`config.mk`:
```
export PLATFORM = sky130hd
export DESIGN_NAME = tcl_core
export DESIGN_NICKNAME = d
export VERILOG_FILES = /design/src/hw/tcl_pkg.sv /design/src/hw/tcl_core.sv
export VERILOG_INCLUDE_DIRS = /design/src /design/src/hw
export SDC_FILE = /design/constraint.sdc
export NUM_CORES = 1
export LEC_CHECK = 0
export CELL_PAD_IN_SITES_DETAIL_PLACEMENT = 1
export CELL_PAD_IN_SITES_GLOBAL_PLACEMENT = 1
export CORE_ASPECT_RATIO = 1.75
export CORE_MARGIN = 2
export CORE_UTILIZATION = 42
export DETAILED_ROUTE_END_ITERATION = 12
export DONT_BUFFER_PORTS = 1
export PLACE_DENSITY = 0.75
export SLEW_MARGIN = 40
export SYNTH_ARGS = -nofsm -noshare
export SYNTH_HDL_FRONTEND = slang
export SYNTH_SLANG_ARGS = --single-unit
```
`constraint.sdc`:
```
create_clock -name ref_clk_in -period 2.1 [get_ports ref_clk_in]
set_input_delay 0.21 -clock ref_clk_in [delete_from_list [all_inputs] [get_ports ref_clk_in]]
set_output_delay 0.21 -clock ref_clk_in [all_outputs]
set_load 0.02 [all_outputs]
```
`src/hw/tcl_consts.svh`:
```
/*
 * constants of the temperature indexed calibration lookup core.
 * assumes byte wide nonvolatile memory, low byte at the even address.
 */
`ifndef TCL_CONSTS_SVH
`define TCL_CONSTS_SVH
`define TCL_IDX_MAX 8'haf
`define TCL_IDX_SPLIT 8'h80
`define TCL_OFFSET_TRIM_DAC_BASE 10'h000
`define TCL_SPAN_BASE_LO 10'h200
`define TCL_SPAN_BASE_HI 10'h1a0
`define TCL_CFG_ADDR 10'h160
`define TCL_OTC_ADDR 10'h164
`define TCL_STC_ADDR 10'h168
`define TCL_LOCK_ADDR 10'h16a
`define TCL_LOCK_SET 8'hff
`define TCL_LOCK_OPEN 8'h00
`define TCL_GAIN_MSB 3
`define TCL_GAIN_LSB 0
`define TCL_EXTFB_BIT 4
`define TCL_WORD_RST 16'h0000
`define TCL_PERIOD_NS 1000000
`define TCL_CLK_NS 8
`define TCL_STEP_LAST 3'h5
`endif

```
`src/hw/tcl_pkg.sv`:
```
/*
 * types shared by the calibration lookup core.
 * assumes tcl_consts.svh is included where constants are needed.
 */
package tcl_pkg;
	typedef enum logic [2:0] {
		TCL_SEL_CFG, TCL_SEL_OFFSET_TRIM_DAC, TCL_SEL_OTC, TCL_SEL_SDAC, TCL_SEL_STC
	} tcl_sel_t;
	typedef struct packed {
		logic wr;
		tcl_sel_t sel;
		logic [15:0] data;
	} tcl_host_wr_t;
	typedef struct packed {
		logic rd;
		logic [9:0] addr;
	} tcl_nvm_req_t;
	typedef enum {TCL_ST_IDLE, TCL_ST_LO, TCL_ST_HI} tcl_state_t;
endpackage

```
`src/hw/tcl_core.sv`:
```
/*
 * digital control core: temperature indexed offset and span trim fetch,
 * coefficient and configuration registers, lock and unlock gating.
 * assumes a same-clock byte memory answering reads with nvm_ack_in,
 * a same-clock serial decoder, and an asynchronous unlock pin.
 */
// Overview of operation
// - in locked mode, each millisecond the indexed offset word loads the offset dac
// - offset table has 176 sixteen-bit entries, one per index
// - index clamps at zero for readings below the table
// - index clamps at the last entry; no wraparound in either table
// - span dac word comes from a second table with the same index
// - span table also holds 176 entries and is clamped alike
// - one index step stands for about 1.5 degrees c
// - gain code selects one of 16 amplifier gain settings
// - every dac trim code is a full 16-bit unsigned word
// - offset tc and span tc dacs each have their own 16-bit register
// - one configuration bit selects internal or external feedback resistors
// - calibration data lives in a 768-byte nonvolatile memory
// - when locked, calibration values and user bytes may not change
// - high unlock pin overrides the lock and reopens calibration
// - serial pin time-shares a line with the sensor output
// - after reset in locked mode, configuration and tc words are loaded
// - in locked mode all five registers refresh each 1 ms tick
// - locked mode needs lock byte ff and unlock pin low
// - lock byte 00 or unlock high lets serial commands load registers
`timescale 1ns/1ps
`include "tcl_consts.svh"
module tcl_core #(
	parameter int PERIOD_CYC = `TCL_PERIOD_NS / `TCL_CLK_NS
) (
	input wire logic ref_clk_in,
	input wire logic srst_in,
	input wire logic signed [9:0] temp_raw_in,
	input wire logic unlock_in,
	input wire tcl_pkg::tcl_host_wr_t host_wr_in,
	input wire logic serial_busy_in,
	input wire logic nvm_ack_in,
	input wire logic [7:0] nvm_data_in,
	output tcl_pkg::tcl_nvm_req_t nvm_req_out,
	output logic [15:0] offset_trim_dac_out,
	output logic [15:0] span_trim_dac_out,
	output logic [15:0] offset_tc_coeff_out,
	output logic [15:0] span_tc_coeff_out,
	output logic [15:0] config_out,
	output logic [3:0] gain_stage_out,
	output logic ext_fb_sel_out,
	output logic [7:0] temp_index_out,
	output logic locked_out,
	output logic write_allow_out,
	output logic sensor_out_en_out
);
	import tcl_pkg::*;

	logic u1_r, u2_r, u3_r, unl_r, unl_nxt;
	logic [31:0] tmr_r, tmr_nxt;
	logic tick_r, tick_nxt;
	tcl_state_t st_r, st_nxt;
	logic [2:0] step_r, step_nxt;
	logic [7:0] idx_r, idx_nxt, lock_r, lock_nxt, lo_r, lo_nxt;
	logic [15:0] cfg_r, cfg_nxt, offset_trim_dac_r, offset_trim_dac_nxt, otc_r, otc_nxt;
	logic [15:0] sdac_r, sdac_nxt, stc_r, stc_nxt, word;
	logic norm_r, norm_nxt, ser_ok_r, ser_ok_nxt, sen_r, sen_nxt;
	tcl_nvm_req_t req_r, req_nxt;
	logic [9:0] base;

	// unlock pin: three stages, a change counts when stages two and three agree
	always_comb begin
		unl_nxt = unl_r;
		if (u2_r == u3_r) begin
			unl_nxt = u3_r;
		end
	end
	always_ff @(posedge ref_clk_in) begin
		if (srst_in) begin
			u1_r <= 1'b0;
			u2_r <= 1'b0;
			u3_r <= 1'b0;
			unl_r <= 1'b0;
		end else begin
			u1_r <= unlock_in;
			u2_r <= u1_r;
			u3_r <= u2_r;
			unl_r <= unl_nxt;
		end
	end

	// mode and output mux: locked mode versus serial calibration
	always_comb begin
		norm_nxt = (lock_r == `TCL_LOCK_SET) && !unl_r;
		ser_ok_nxt = (lock_r == `TCL_LOCK_OPEN) || unl_r;
		sen_nxt = !serial_busy_in;
	end

	// one millisecond index timer
	always_comb begin
		tmr_nxt = tmr_r + 32'h1;
		tick_nxt = 1'b0;
		if (tmr_r >= 32'(PERIOD_CYC - 1)) begin
			tmr_nxt = 32'h0;
			tick_nxt = 1'b1;
		end
	end

	// clamped table index, one step is roughly 1.5 degrees c
	function automatic logic [7:0] clamp_idx(input logic signed [9:0] t);
		logic [7:0] r;
		r = t[7:0];
		if (t < 10'sh000) begin
			r = 8'h00;
		end else if (t > $signed({2'b00, `TCL_IDX_MAX})) begin
			r = `TCL_IDX_MAX;
		end
		return r;
	endfunction

	// span table sits in two parts; the upper indexes live lower in memory
	always_comb begin
		base = `TCL_OFFSET_TRIM_DAC_BASE + {1'b0, idx_r, 1'b0};
		if (idx_r >= `TCL_IDX_SPLIT) begin
			base = `TCL_SPAN_BASE_HI + {1'b0, idx_r - `TCL_IDX_SPLIT, 1'b0};
		end else begin
			base = `TCL_SPAN_BASE_LO + {1'b0, idx_r, 1'b0};
		end
		case (step_r)
			3'h0: base = `TCL_LOCK_ADDR;
			3'h1: base = `TCL_CFG_ADDR;
			3'h2: base = `TCL_OTC_ADDR;
			3'h3: base = `TCL_STC_ADDR;
			3'h4: base = `TCL_OFFSET_TRIM_DAC_BASE + {1'b0, idx_r, 1'b0};
			default: begin
			end
		endcase
	end

	// fetch sequencer and calibration registers
	always_comb begin
		st_nxt = st_r;
		step_nxt = step_r;
		idx_nxt = idx_r;
		lo_nxt = lo_r;
		lock_nxt = lock_r;
		cfg_nxt = cfg_r;
		offset_trim_dac_nxt = offset_trim_dac_r;
		otc_nxt = otc_r;
		sdac_nxt = sdac_r;
		stc_nxt = stc_r;
		req_nxt = req_r;
		word = {nvm_data_in, lo_r};
		case (st_r)
			TCL_ST_IDLE: begin
				if (tick_r) begin
					st_nxt = TCL_ST_LO;
					step_nxt = 3'h0;
					idx_nxt = clamp_idx(temp_raw_in);
				end
			end
			TCL_ST_LO: begin
				req_nxt.rd = 1'b1;
				req_nxt.addr = base;
				if (req_r.rd && nvm_ack_in) begin
					lo_nxt = nvm_data_in;
					req_nxt.addr = base + 10'h1;
					st_nxt = TCL_ST_HI;
				end
			end
			TCL_ST_HI: begin
				if (nvm_ack_in) begin
					req_nxt.rd = 1'b0;
					st_nxt = TCL_ST_LO;
					step_nxt = step_r + 3'h1;
					case (step_r)
						3'h0: begin
							lock_nxt = lo_r;
							if (lo_r != `TCL_LOCK_SET || unl_r) begin
								st_nxt = TCL_ST_IDLE;
							end
						end
						3'h1: cfg_nxt = word;
						3'h2: otc_nxt = word;
						3'h3: stc_nxt = word;
						3'h4: offset_trim_dac_nxt = word;
						default: begin
							sdac_nxt = word;
							st_nxt = TCL_ST_IDLE;
						end
					endcase
				end
			end
			default: st_nxt = TCL_ST_IDLE;
		endcase
		// serial loads only while calibration is open
		if (host_wr_in.wr && ser_ok_r && st_r == TCL_ST_IDLE) begin
			case (host_wr_in.sel)
				TCL_SEL_CFG: cfg_nxt = host_wr_in.data;
				TCL_SEL_OFFSET_TRIM_DAC: offset_trim_dac_nxt = host_wr_in.data;
				TCL_SEL_OTC: otc_nxt = host_wr_in.data;
				TCL_SEL_SDAC: sdac_nxt = host_wr_in.data;
				TCL_SEL_STC: stc_nxt = host_wr_in.data;
				default: begin
				end
			endcase
		end
	end

	always_ff @(posedge ref_clk_in) begin
		if (srst_in) begin
			tmr_r <= 32'h0;
			tick_r <= 1'b1; // first fetch right after reset
			st_r <= TCL_ST_IDLE;
			step_r <= 3'h0;
			idx_r <= 8'h00;
			lo_r <= 8'h00;
			// treated as locked until the stored lock byte has been read
			lock_r <= `TCL_LOCK_SET;
			cfg_r <= `TCL_WORD_RST;
			offset_trim_dac_r <= `TCL_WORD_RST;
			otc_r <= `TCL_WORD_RST;
			sdac_r <= `TCL_WORD_RST;
			stc_r <= `TCL_WORD_RST;
			req_r <= '0;
			norm_r <= 1'b0;
			ser_ok_r <= 1'b0;
			sen_r <= 1'b1;
		end else begin
			tmr_r <= tmr_nxt;
			tick_r <= tick_nxt;
			st_r <= st_nxt;
			step_r <= step_nxt;
			idx_r <= idx_nxt;
			lo_r <= lo_nxt;
			lock_r <= lock_nxt;
			cfg_r <= cfg_nxt;
			offset_trim_dac_r <= offset_trim_dac_nxt;
			otc_r <= otc_nxt;
			sdac_r <= sdac_nxt;
			stc_r <= stc_nxt;
			req_r <= req_nxt;
			norm_r <= norm_nxt;
			ser_ok_r <= ser_ok_nxt;
			sen_r <= sen_nxt;
		end
	end

	// outputs straight from registers; 768-byte memory holds the images
	assign nvm_req_out = req_r;
	assign offset_trim_dac_out = offset_trim_dac_r;
	assign span_trim_dac_out = sdac_r;
	assign offset_tc_coeff_out = otc_r;
	assign span_tc_coeff_out = stc_r;
	assign config_out = cfg_r;
	assign gain_stage_out = cfg_r[`TCL_GAIN_MSB:`TCL_GAIN_LSB];
	assign ext_fb_sel_out = cfg_r[`TCL_EXTFB_BIT];
	assign temp_index_out = idx_r;
	assign locked_out = norm_r;
	assign write_allow_out = ser_ok_r;
	assign sensor_out_en_out = sen_r;
endmodule

```
Yosys cells after proc, flatten, opt, wreduce, memory -nomap -nowiden
Index checks and enable logic that the tools add are counted.
W data, S select, Z words.
{"block": "totals", "regBits": 190, "inputBits": 43, "output_inout_bits": 107, "wordCells": 113}
{"block": "classes", "n_addsub": 6, "magnitude_cmp": 4, "eq_ne": 16, "mux": 42, "n_reduce_logical": 24}
{"cell": "$mux W16", "count": 25}
{"cell": "$mux W32", "count": 3}
{"cell": "$pmux W32 S3", "count": 1}
{"cell": "$logic_not A32 Y1", "count": 2}
{"cell": "$pmux W32 S2", "count": 1}
{"cell": "$pmux W10 S5", "count": 1}
{"cell": "$add A32 B1 Y32 const B", "count": 1}
{"cell": "$eq A32 B1 Y1 const B", "count": 1}
{"cell": "$eq A32 B2 Y1 const B", "count": 1}
{"cell": "$ge A32 B17 Y1 const B", "count": 1}
{"cell": "$mux W10", "count": 2}
{"cell": "$mux W8", "count": 2}
{"cell": "$eq A3 B2 Y1 const B", "count": 4}
{"cell": "$add A10 B1 Y10 const B", "count": 1}
{"cell": "$add A10 B9 Y10 const A", "count": 1}
{"cell": "$add A9 B9 Y10 const A", "count": 1}
{"cell": "$gt A10 B9 Y1 const B", "count": 1}
{"cell": "$lt A10 B1 Y1 const B", "count": 1}
{"cell": "$reduce_and A3 Y1", "count": 3}
{"cell": "$eq A8 B8 Y1 const B", "count": 1}
{"cell": "$ge A8 B8 Y1 const B", "count": 1}
{"cell": "$logic_not A8 Y1", "count": 1}
{"cell": "$ne A8 B8 Y1 const B", "count": 1}
{"cell": "$sub A8 B8 Y8 const B", "count": 1}
{"cell": "other kinds (18)", "count": 34}

Longest topological paths before layout
{"block": "depth", "ltp_word": 7, "mapped_depth": 8, "mapped_depth_nobuf": 6}

Least setup slack after synthesis
Ideal clock, no wire load.
{"block": "synth_timing", "kind": "reg-to-reg", "startpoint": "register step_r[1]", "endpoint": "register sdac_r[5] (netlist: span_trim_dac_out[5])", "setup_time_ns": 0.091, "t_arrival_ns": 1.837, "required_time_ns": 2.009, "slack_ns": 0.172, "stages_incl_launch_ff": 8, "path_buffers": 1, "synth_period_minus_slack_ns": 1.928, "cell_sequence": "dfxtp_1 inv_1 ha_1 or3_4 a211oi_4 buf_6 nand2_1 a311oi_1"}
{"block": "synth_between", "elab_chain_cells": 7, "word_cells_on_any_way": 11, "classes_between": "eq/ne (4); mux (5); reduce/logical (2)"}
{"element": "from (decl)", "line_no": "tcl_core.sv:59", "rtl": "logic [2:0] step_r, step_nxt;"}
{"element": "from (signal assigned)", "line_no": "tcl_core.sv:229", "rtl": "step_r <= step_nxt;"}
{"element": "$eq A3 B2 Y1 (tied with other cells)", "line_no": "tcl_core.sv:172", "rtl": "case (step_r)"}
{"element": "$reduce_or A5 Y1 (no line) *"}
{"element": "$mux W16 *", "line_no": "tcl_core.sv:172"}
{"element": "$mux W16 *", "line_no": "tcl_core.sv:168", "rtl": "if (nvm_ack_in) begin"}
{"element": "$mux W16 *", "line_no": "tcl_core.sv:150", "rtl": "case (st_r)"}
{"element": "$mux W16", "line_no": "tcl_core.sv:194", "rtl": "case (host_wr_in.sel)"}
{"element": "$mux W16 *", "line_no": "tcl_core.sv:193", "rtl": "if (host_wr_in.wr && ser_ok_r && st_r == TCL_ST_IDLE) begin"}
{"element": "to (signal assigned)", "line_no": "tcl_core.sv:219", "rtl": "sdac_r <= `TCL_WORD_RST;"}
{"element": "to (signal assigned)", "line_no": "tcl_core.sv:236", "rtl": "sdac_r <= sdac_nxt;"}
{"element": "to (decl)", "line_no": "tcl_core.sv:62", "rtl": "logic [15:0] sdac_r, sdac_nxt, stc_r, stc_nxt, word;"}
Every way passes the cells marked *; elsewhere a longest branch is shown, timed or not.
A chain may end at the register's enable or synchronous reset.

Final worst setup path
{"block": "layout_timing", "startpoint": "register step_r[1]", "endpoint": "register sdac_r[8] (netlist: span_trim_dac_out[8])"}
The elaborated chain is that of the path after synthesis.

==> flow_summary_export.csv <==
group,metric,value,unit
status,outcome,"finished with violations",
status,violations,"negative hold slack",
hold_path,hp-class,"primary input to flop",
sta,layout_min_cycle_time,2.05,ns
clock_network,ctsHoldBuffers,16,
cells_and_area,mostFrequentLayoutCells,"dfxtp_1 (158), nor2_1 (111), nand2_1 (92)",
logic_synthesis,synthFlopType,"dfxtp_1",
logic_synthesis,syn_inst,765,
power_and_ir_drop,p_sw_share,24.5,%
clock_network,cts-buffers-inserted,17,
critical_path,cp.arrival,2.37,ns
critical_path,cp_num_buf_inv,2,
power_and_ir_drop,ir_drop,0.625,mV
cells_and_area,nets,829,
placement,routabilityCongestion,0.852,
critical_path,worstSetupEndpointType,"flop",
global_routing,first_global_vias,6168,
route,drc,0,
sta,finalHoldViolCount,98,
placement,dp_hpwl,15500,µm
logic_synthesis,syn-mean-instance-area,8.91,µm²
cells_and_area,antenna_cells,0,
critical_path,max_stage_delay,0.43,ns
critical_path,startpoint_type,"flop",
cells_and_area,mostFrequentLayoutCell,"dfxtp_1",
logic_synthesis,yosysWarnings,0,
sta,hold_slack,-0.122,ns
sta,clock_skew,0.0119,ns
floorplan,coreArea,15900,µm²
power_and_ir_drop,comb_power_share,2.5,%
global_routing,grt_pass1_wl,34600,µm
floorplan,ios,150,
global_routing,grt_use_total,25.6,%
route,routed_wl,22400,µm
clock_network,cts.sinks,160,
route,wl_per_cell,22.8,µm
floorplan,dieArea,17300,µm²
logic_synthesis,ys_types,58,
clock_network,cts_tree,"built",
placement,pre_cts_ws,0.0565,ns
placement,dp_cells,930,
route,first_iter_violations,206,
power_and_ir_drop,leakagePower,2.64,nW
cells_and_area,fillers,1837,
cells_and_area,drive_gt1_share,8.99,%
clock_network,cts_buffer_depth,2,
power_and_ir_drop,power_density,822,nW/µm²
critical_path,required,2.42,ns
route,vias,5933,
sta,fin_crit_sh,97.7,%
global_routing,antenna_found_initial,0,
route,final_antenna_net_count,0,
floorplan,core.rowCount,61,
sta,fmax,0.487,GHz
clock_network,htreeDepth,4,
logic_synthesis,synth-edff-count,0,
floorplan,die_height,173,µm
clock_network,cts-root-buf,"clkbuf_16",
power_and_ir_drop,switching_power,0.00157,W
logic_synthesis,ys_ff_latch,160,
sta,postLayoutSetupSlackWorst,0.0475,ns
logic_synthesis,ys_async_sr_fraction,0,%
logic_synthesis,ys_seq_area_share,47.0,%
sta,tightest_slew,0.496,ns
cells_and_area,final_cells,979,
cells_and_area,utilization,49.1,%
sta,setup_tns,0,ns
global_routing,grt_max_degree,130,
sta,relSlewSlack,66.6,%
critical_path,crit_type,"flop to flop",
critical_path,crit_path_top_delay_cell,"or3_4",
sta,drv_slew,0,
floorplan,die_x,100,µm
clock_network,clkSlewWorstSetupHoldPaths,0.07,ns
power_and_ir_drop,seqPwrFrac,49.5,%
critical_path,cpLargestDelayFamily,"compound AO/OA/AOI/OAI gates",
route,via_per_inst,6.06,
job,maxCapViolCount,0,
power_and_ir_drop,p_int,0.00484,W
critical_path,cp_max_fo,16,
global_routing,grt_overflow,0,
placement,io_buffers,0,
power_and_ir_drop,pwr-share-clk,47.9,%
cells_and_area,syn2layout_area_growth,14.4,%
floorplan,initial_core_util,42.9,%
critical_path,crit_path_cell_trace,"inv_1 -> ha_1 -> or3_4 -> a211oi_4 -> buf_12 -> nand2_1 -> a311oi_2",
logic_synthesis,syn_area,6820,µm²
sta,setup_viol,0,
route,drt_pre_antenna_iters,5,
clock_network,clock_latency,0.43,ns
==> cell usage after synthesis (7+ instances only) <==
cell type | count | share of area (%)
o21ai_0 | 10 | 0.73
dfxtp_1 | 160 | 47
a21oi_1 | 36 | 2.6
nand4_1 | 7 | 0.64
a211o_1 | 8 | 1.0
nand3_1 | 29 | 2.1
a211oi_1 | 51 | 5.6
ha_1 | 8 | 1.5
mux2i_1 | 48 | 7.0
nor4_1 | 10 | 0.92
a311oi_1 | 34 | 4.4
clkbuf_1 | 34 | 1.9
nor2b_1 | 12 | 1.1
nand2_1 | 92 | 5.1
buf_4 | 8 | 0.88
xor2_1 | 8 | 1.0
buf_2 | 15 | 1.1
inv_1 | 8 | 0.44
nor2_1 | 111 | 6.1
==> through the flow <==
| stage | total power (W) | cell area [µm²] | hold WS [ns] |
|---|---|---|---|
| 6_report | 0.00641 | 7800 | -0.122 |
| 5_1_grt | 0.00663 | 7800 | -0.136 |
| 4_1_cts | 0.00644 | 7760 | -0.146 |
| 3_5_place_dp | 0.00339 | 7020 | 0.294 |
| 3_3_place_gp | 0.00338 | 7020 | 0.287 |
| 2_1_floorplan | 0.00337 | 6870 | 0.284 |
==> final cells by class <==
| class | count | area [µm²] | share of cell area [%] |
|---|---|---|---|
| clock buffers | 18 | 429 | 5.50 |
| inverters | 9 | 33.8 | 0.433 |
| well taps | 189 | 236 | 3.03 |
| flip-flops and latches | 160 | 3210 | 41.1 |
| multi-input cells | 546 | 3340 | 42.9 |
| repair buffers | 44 | 408 | 5.23 |
| clock inverters | 13 | 141 | 1.81 |
==> routing by layer <==
layer	global-route usage (%)	wire length, µm	share of wire, %	vias to the layer above
li1	-	-	-	2754
met1	25.4	7710	34	2912
met2	46.8	12000	54	216
met3	7.56	1600	7.1	51
met4	13.2	1050	4.7	0
met5	0	0	0	-
==> flip-flops by register name, summed over array words and instances (netlist names), 8 cells and up <==
| signal | count |
|---|---|
| lock_r | 8 |
| temp_index_out | 8 |
| tmr_r | 32 |
| nvm_req_out | 11 |
| span_tc_coeff_out | 16 |
| lo_r | 8 |
| offset_trim_dac_out | 16 |
| config_out | 16 |
| span_trim_dac_out | 16 |
| offset_tc_coeff_out | 16 |
==> kinds of logic after synthesis <==
kind of cell	after synthesis	share of synthesized area (%)
other cells	1	0.0550
fa+ha+maj	8	1.47
mux	48	7.05
flops	160	47.0
simple gates	301	20.7
buf+inv	73	4.97
xor+xnor	13	1.67
compound gates	161	17.1
==> worst paths after layout <==
kind / startpoint / slack (ns) / endpoint / cells past startpoint
worst max register to register: step_r[1] / 0.05 / span_trim_dac_out[8] / 7
worst min register to register: tmr_r[16] / 0.50 / tmr_r[16] / 2
worst max-delay path: step_r[1] / 0.05 / span_trim_dac_out[8] / 7
worst min-delay path: srst_in / -0.12 / config_out[2] / 1
==> power groups by stage <==
| stage | clock network, W | registers (W) | logic (W) |
|---|---|---|---|
| after floorplan | 0 | 0.00322 | 0.000148 |
| after global placement | 0 | 0.00324 | 0.000139 |
| after detailed placement | 0 | 0.00324 | 0.000144 |
| after CTS | 0.00310 | 0.00318 | 0.000161 |
| after global routing | 0.00327 | 0.00318 | 0.000182 |
| final | 0.00307 | 0.00317 | 0.000162 |
==> what timing repair did <==
action	4_1_cts	5_1_grt
endpoints found under the hold margin	127	112
pin swaps	0	3
resized for setup	1	4
endpoints found under the setup margin	1	44
buffers inserted	0	2
No activity file was read; power rests on OpenSTA's default activity.
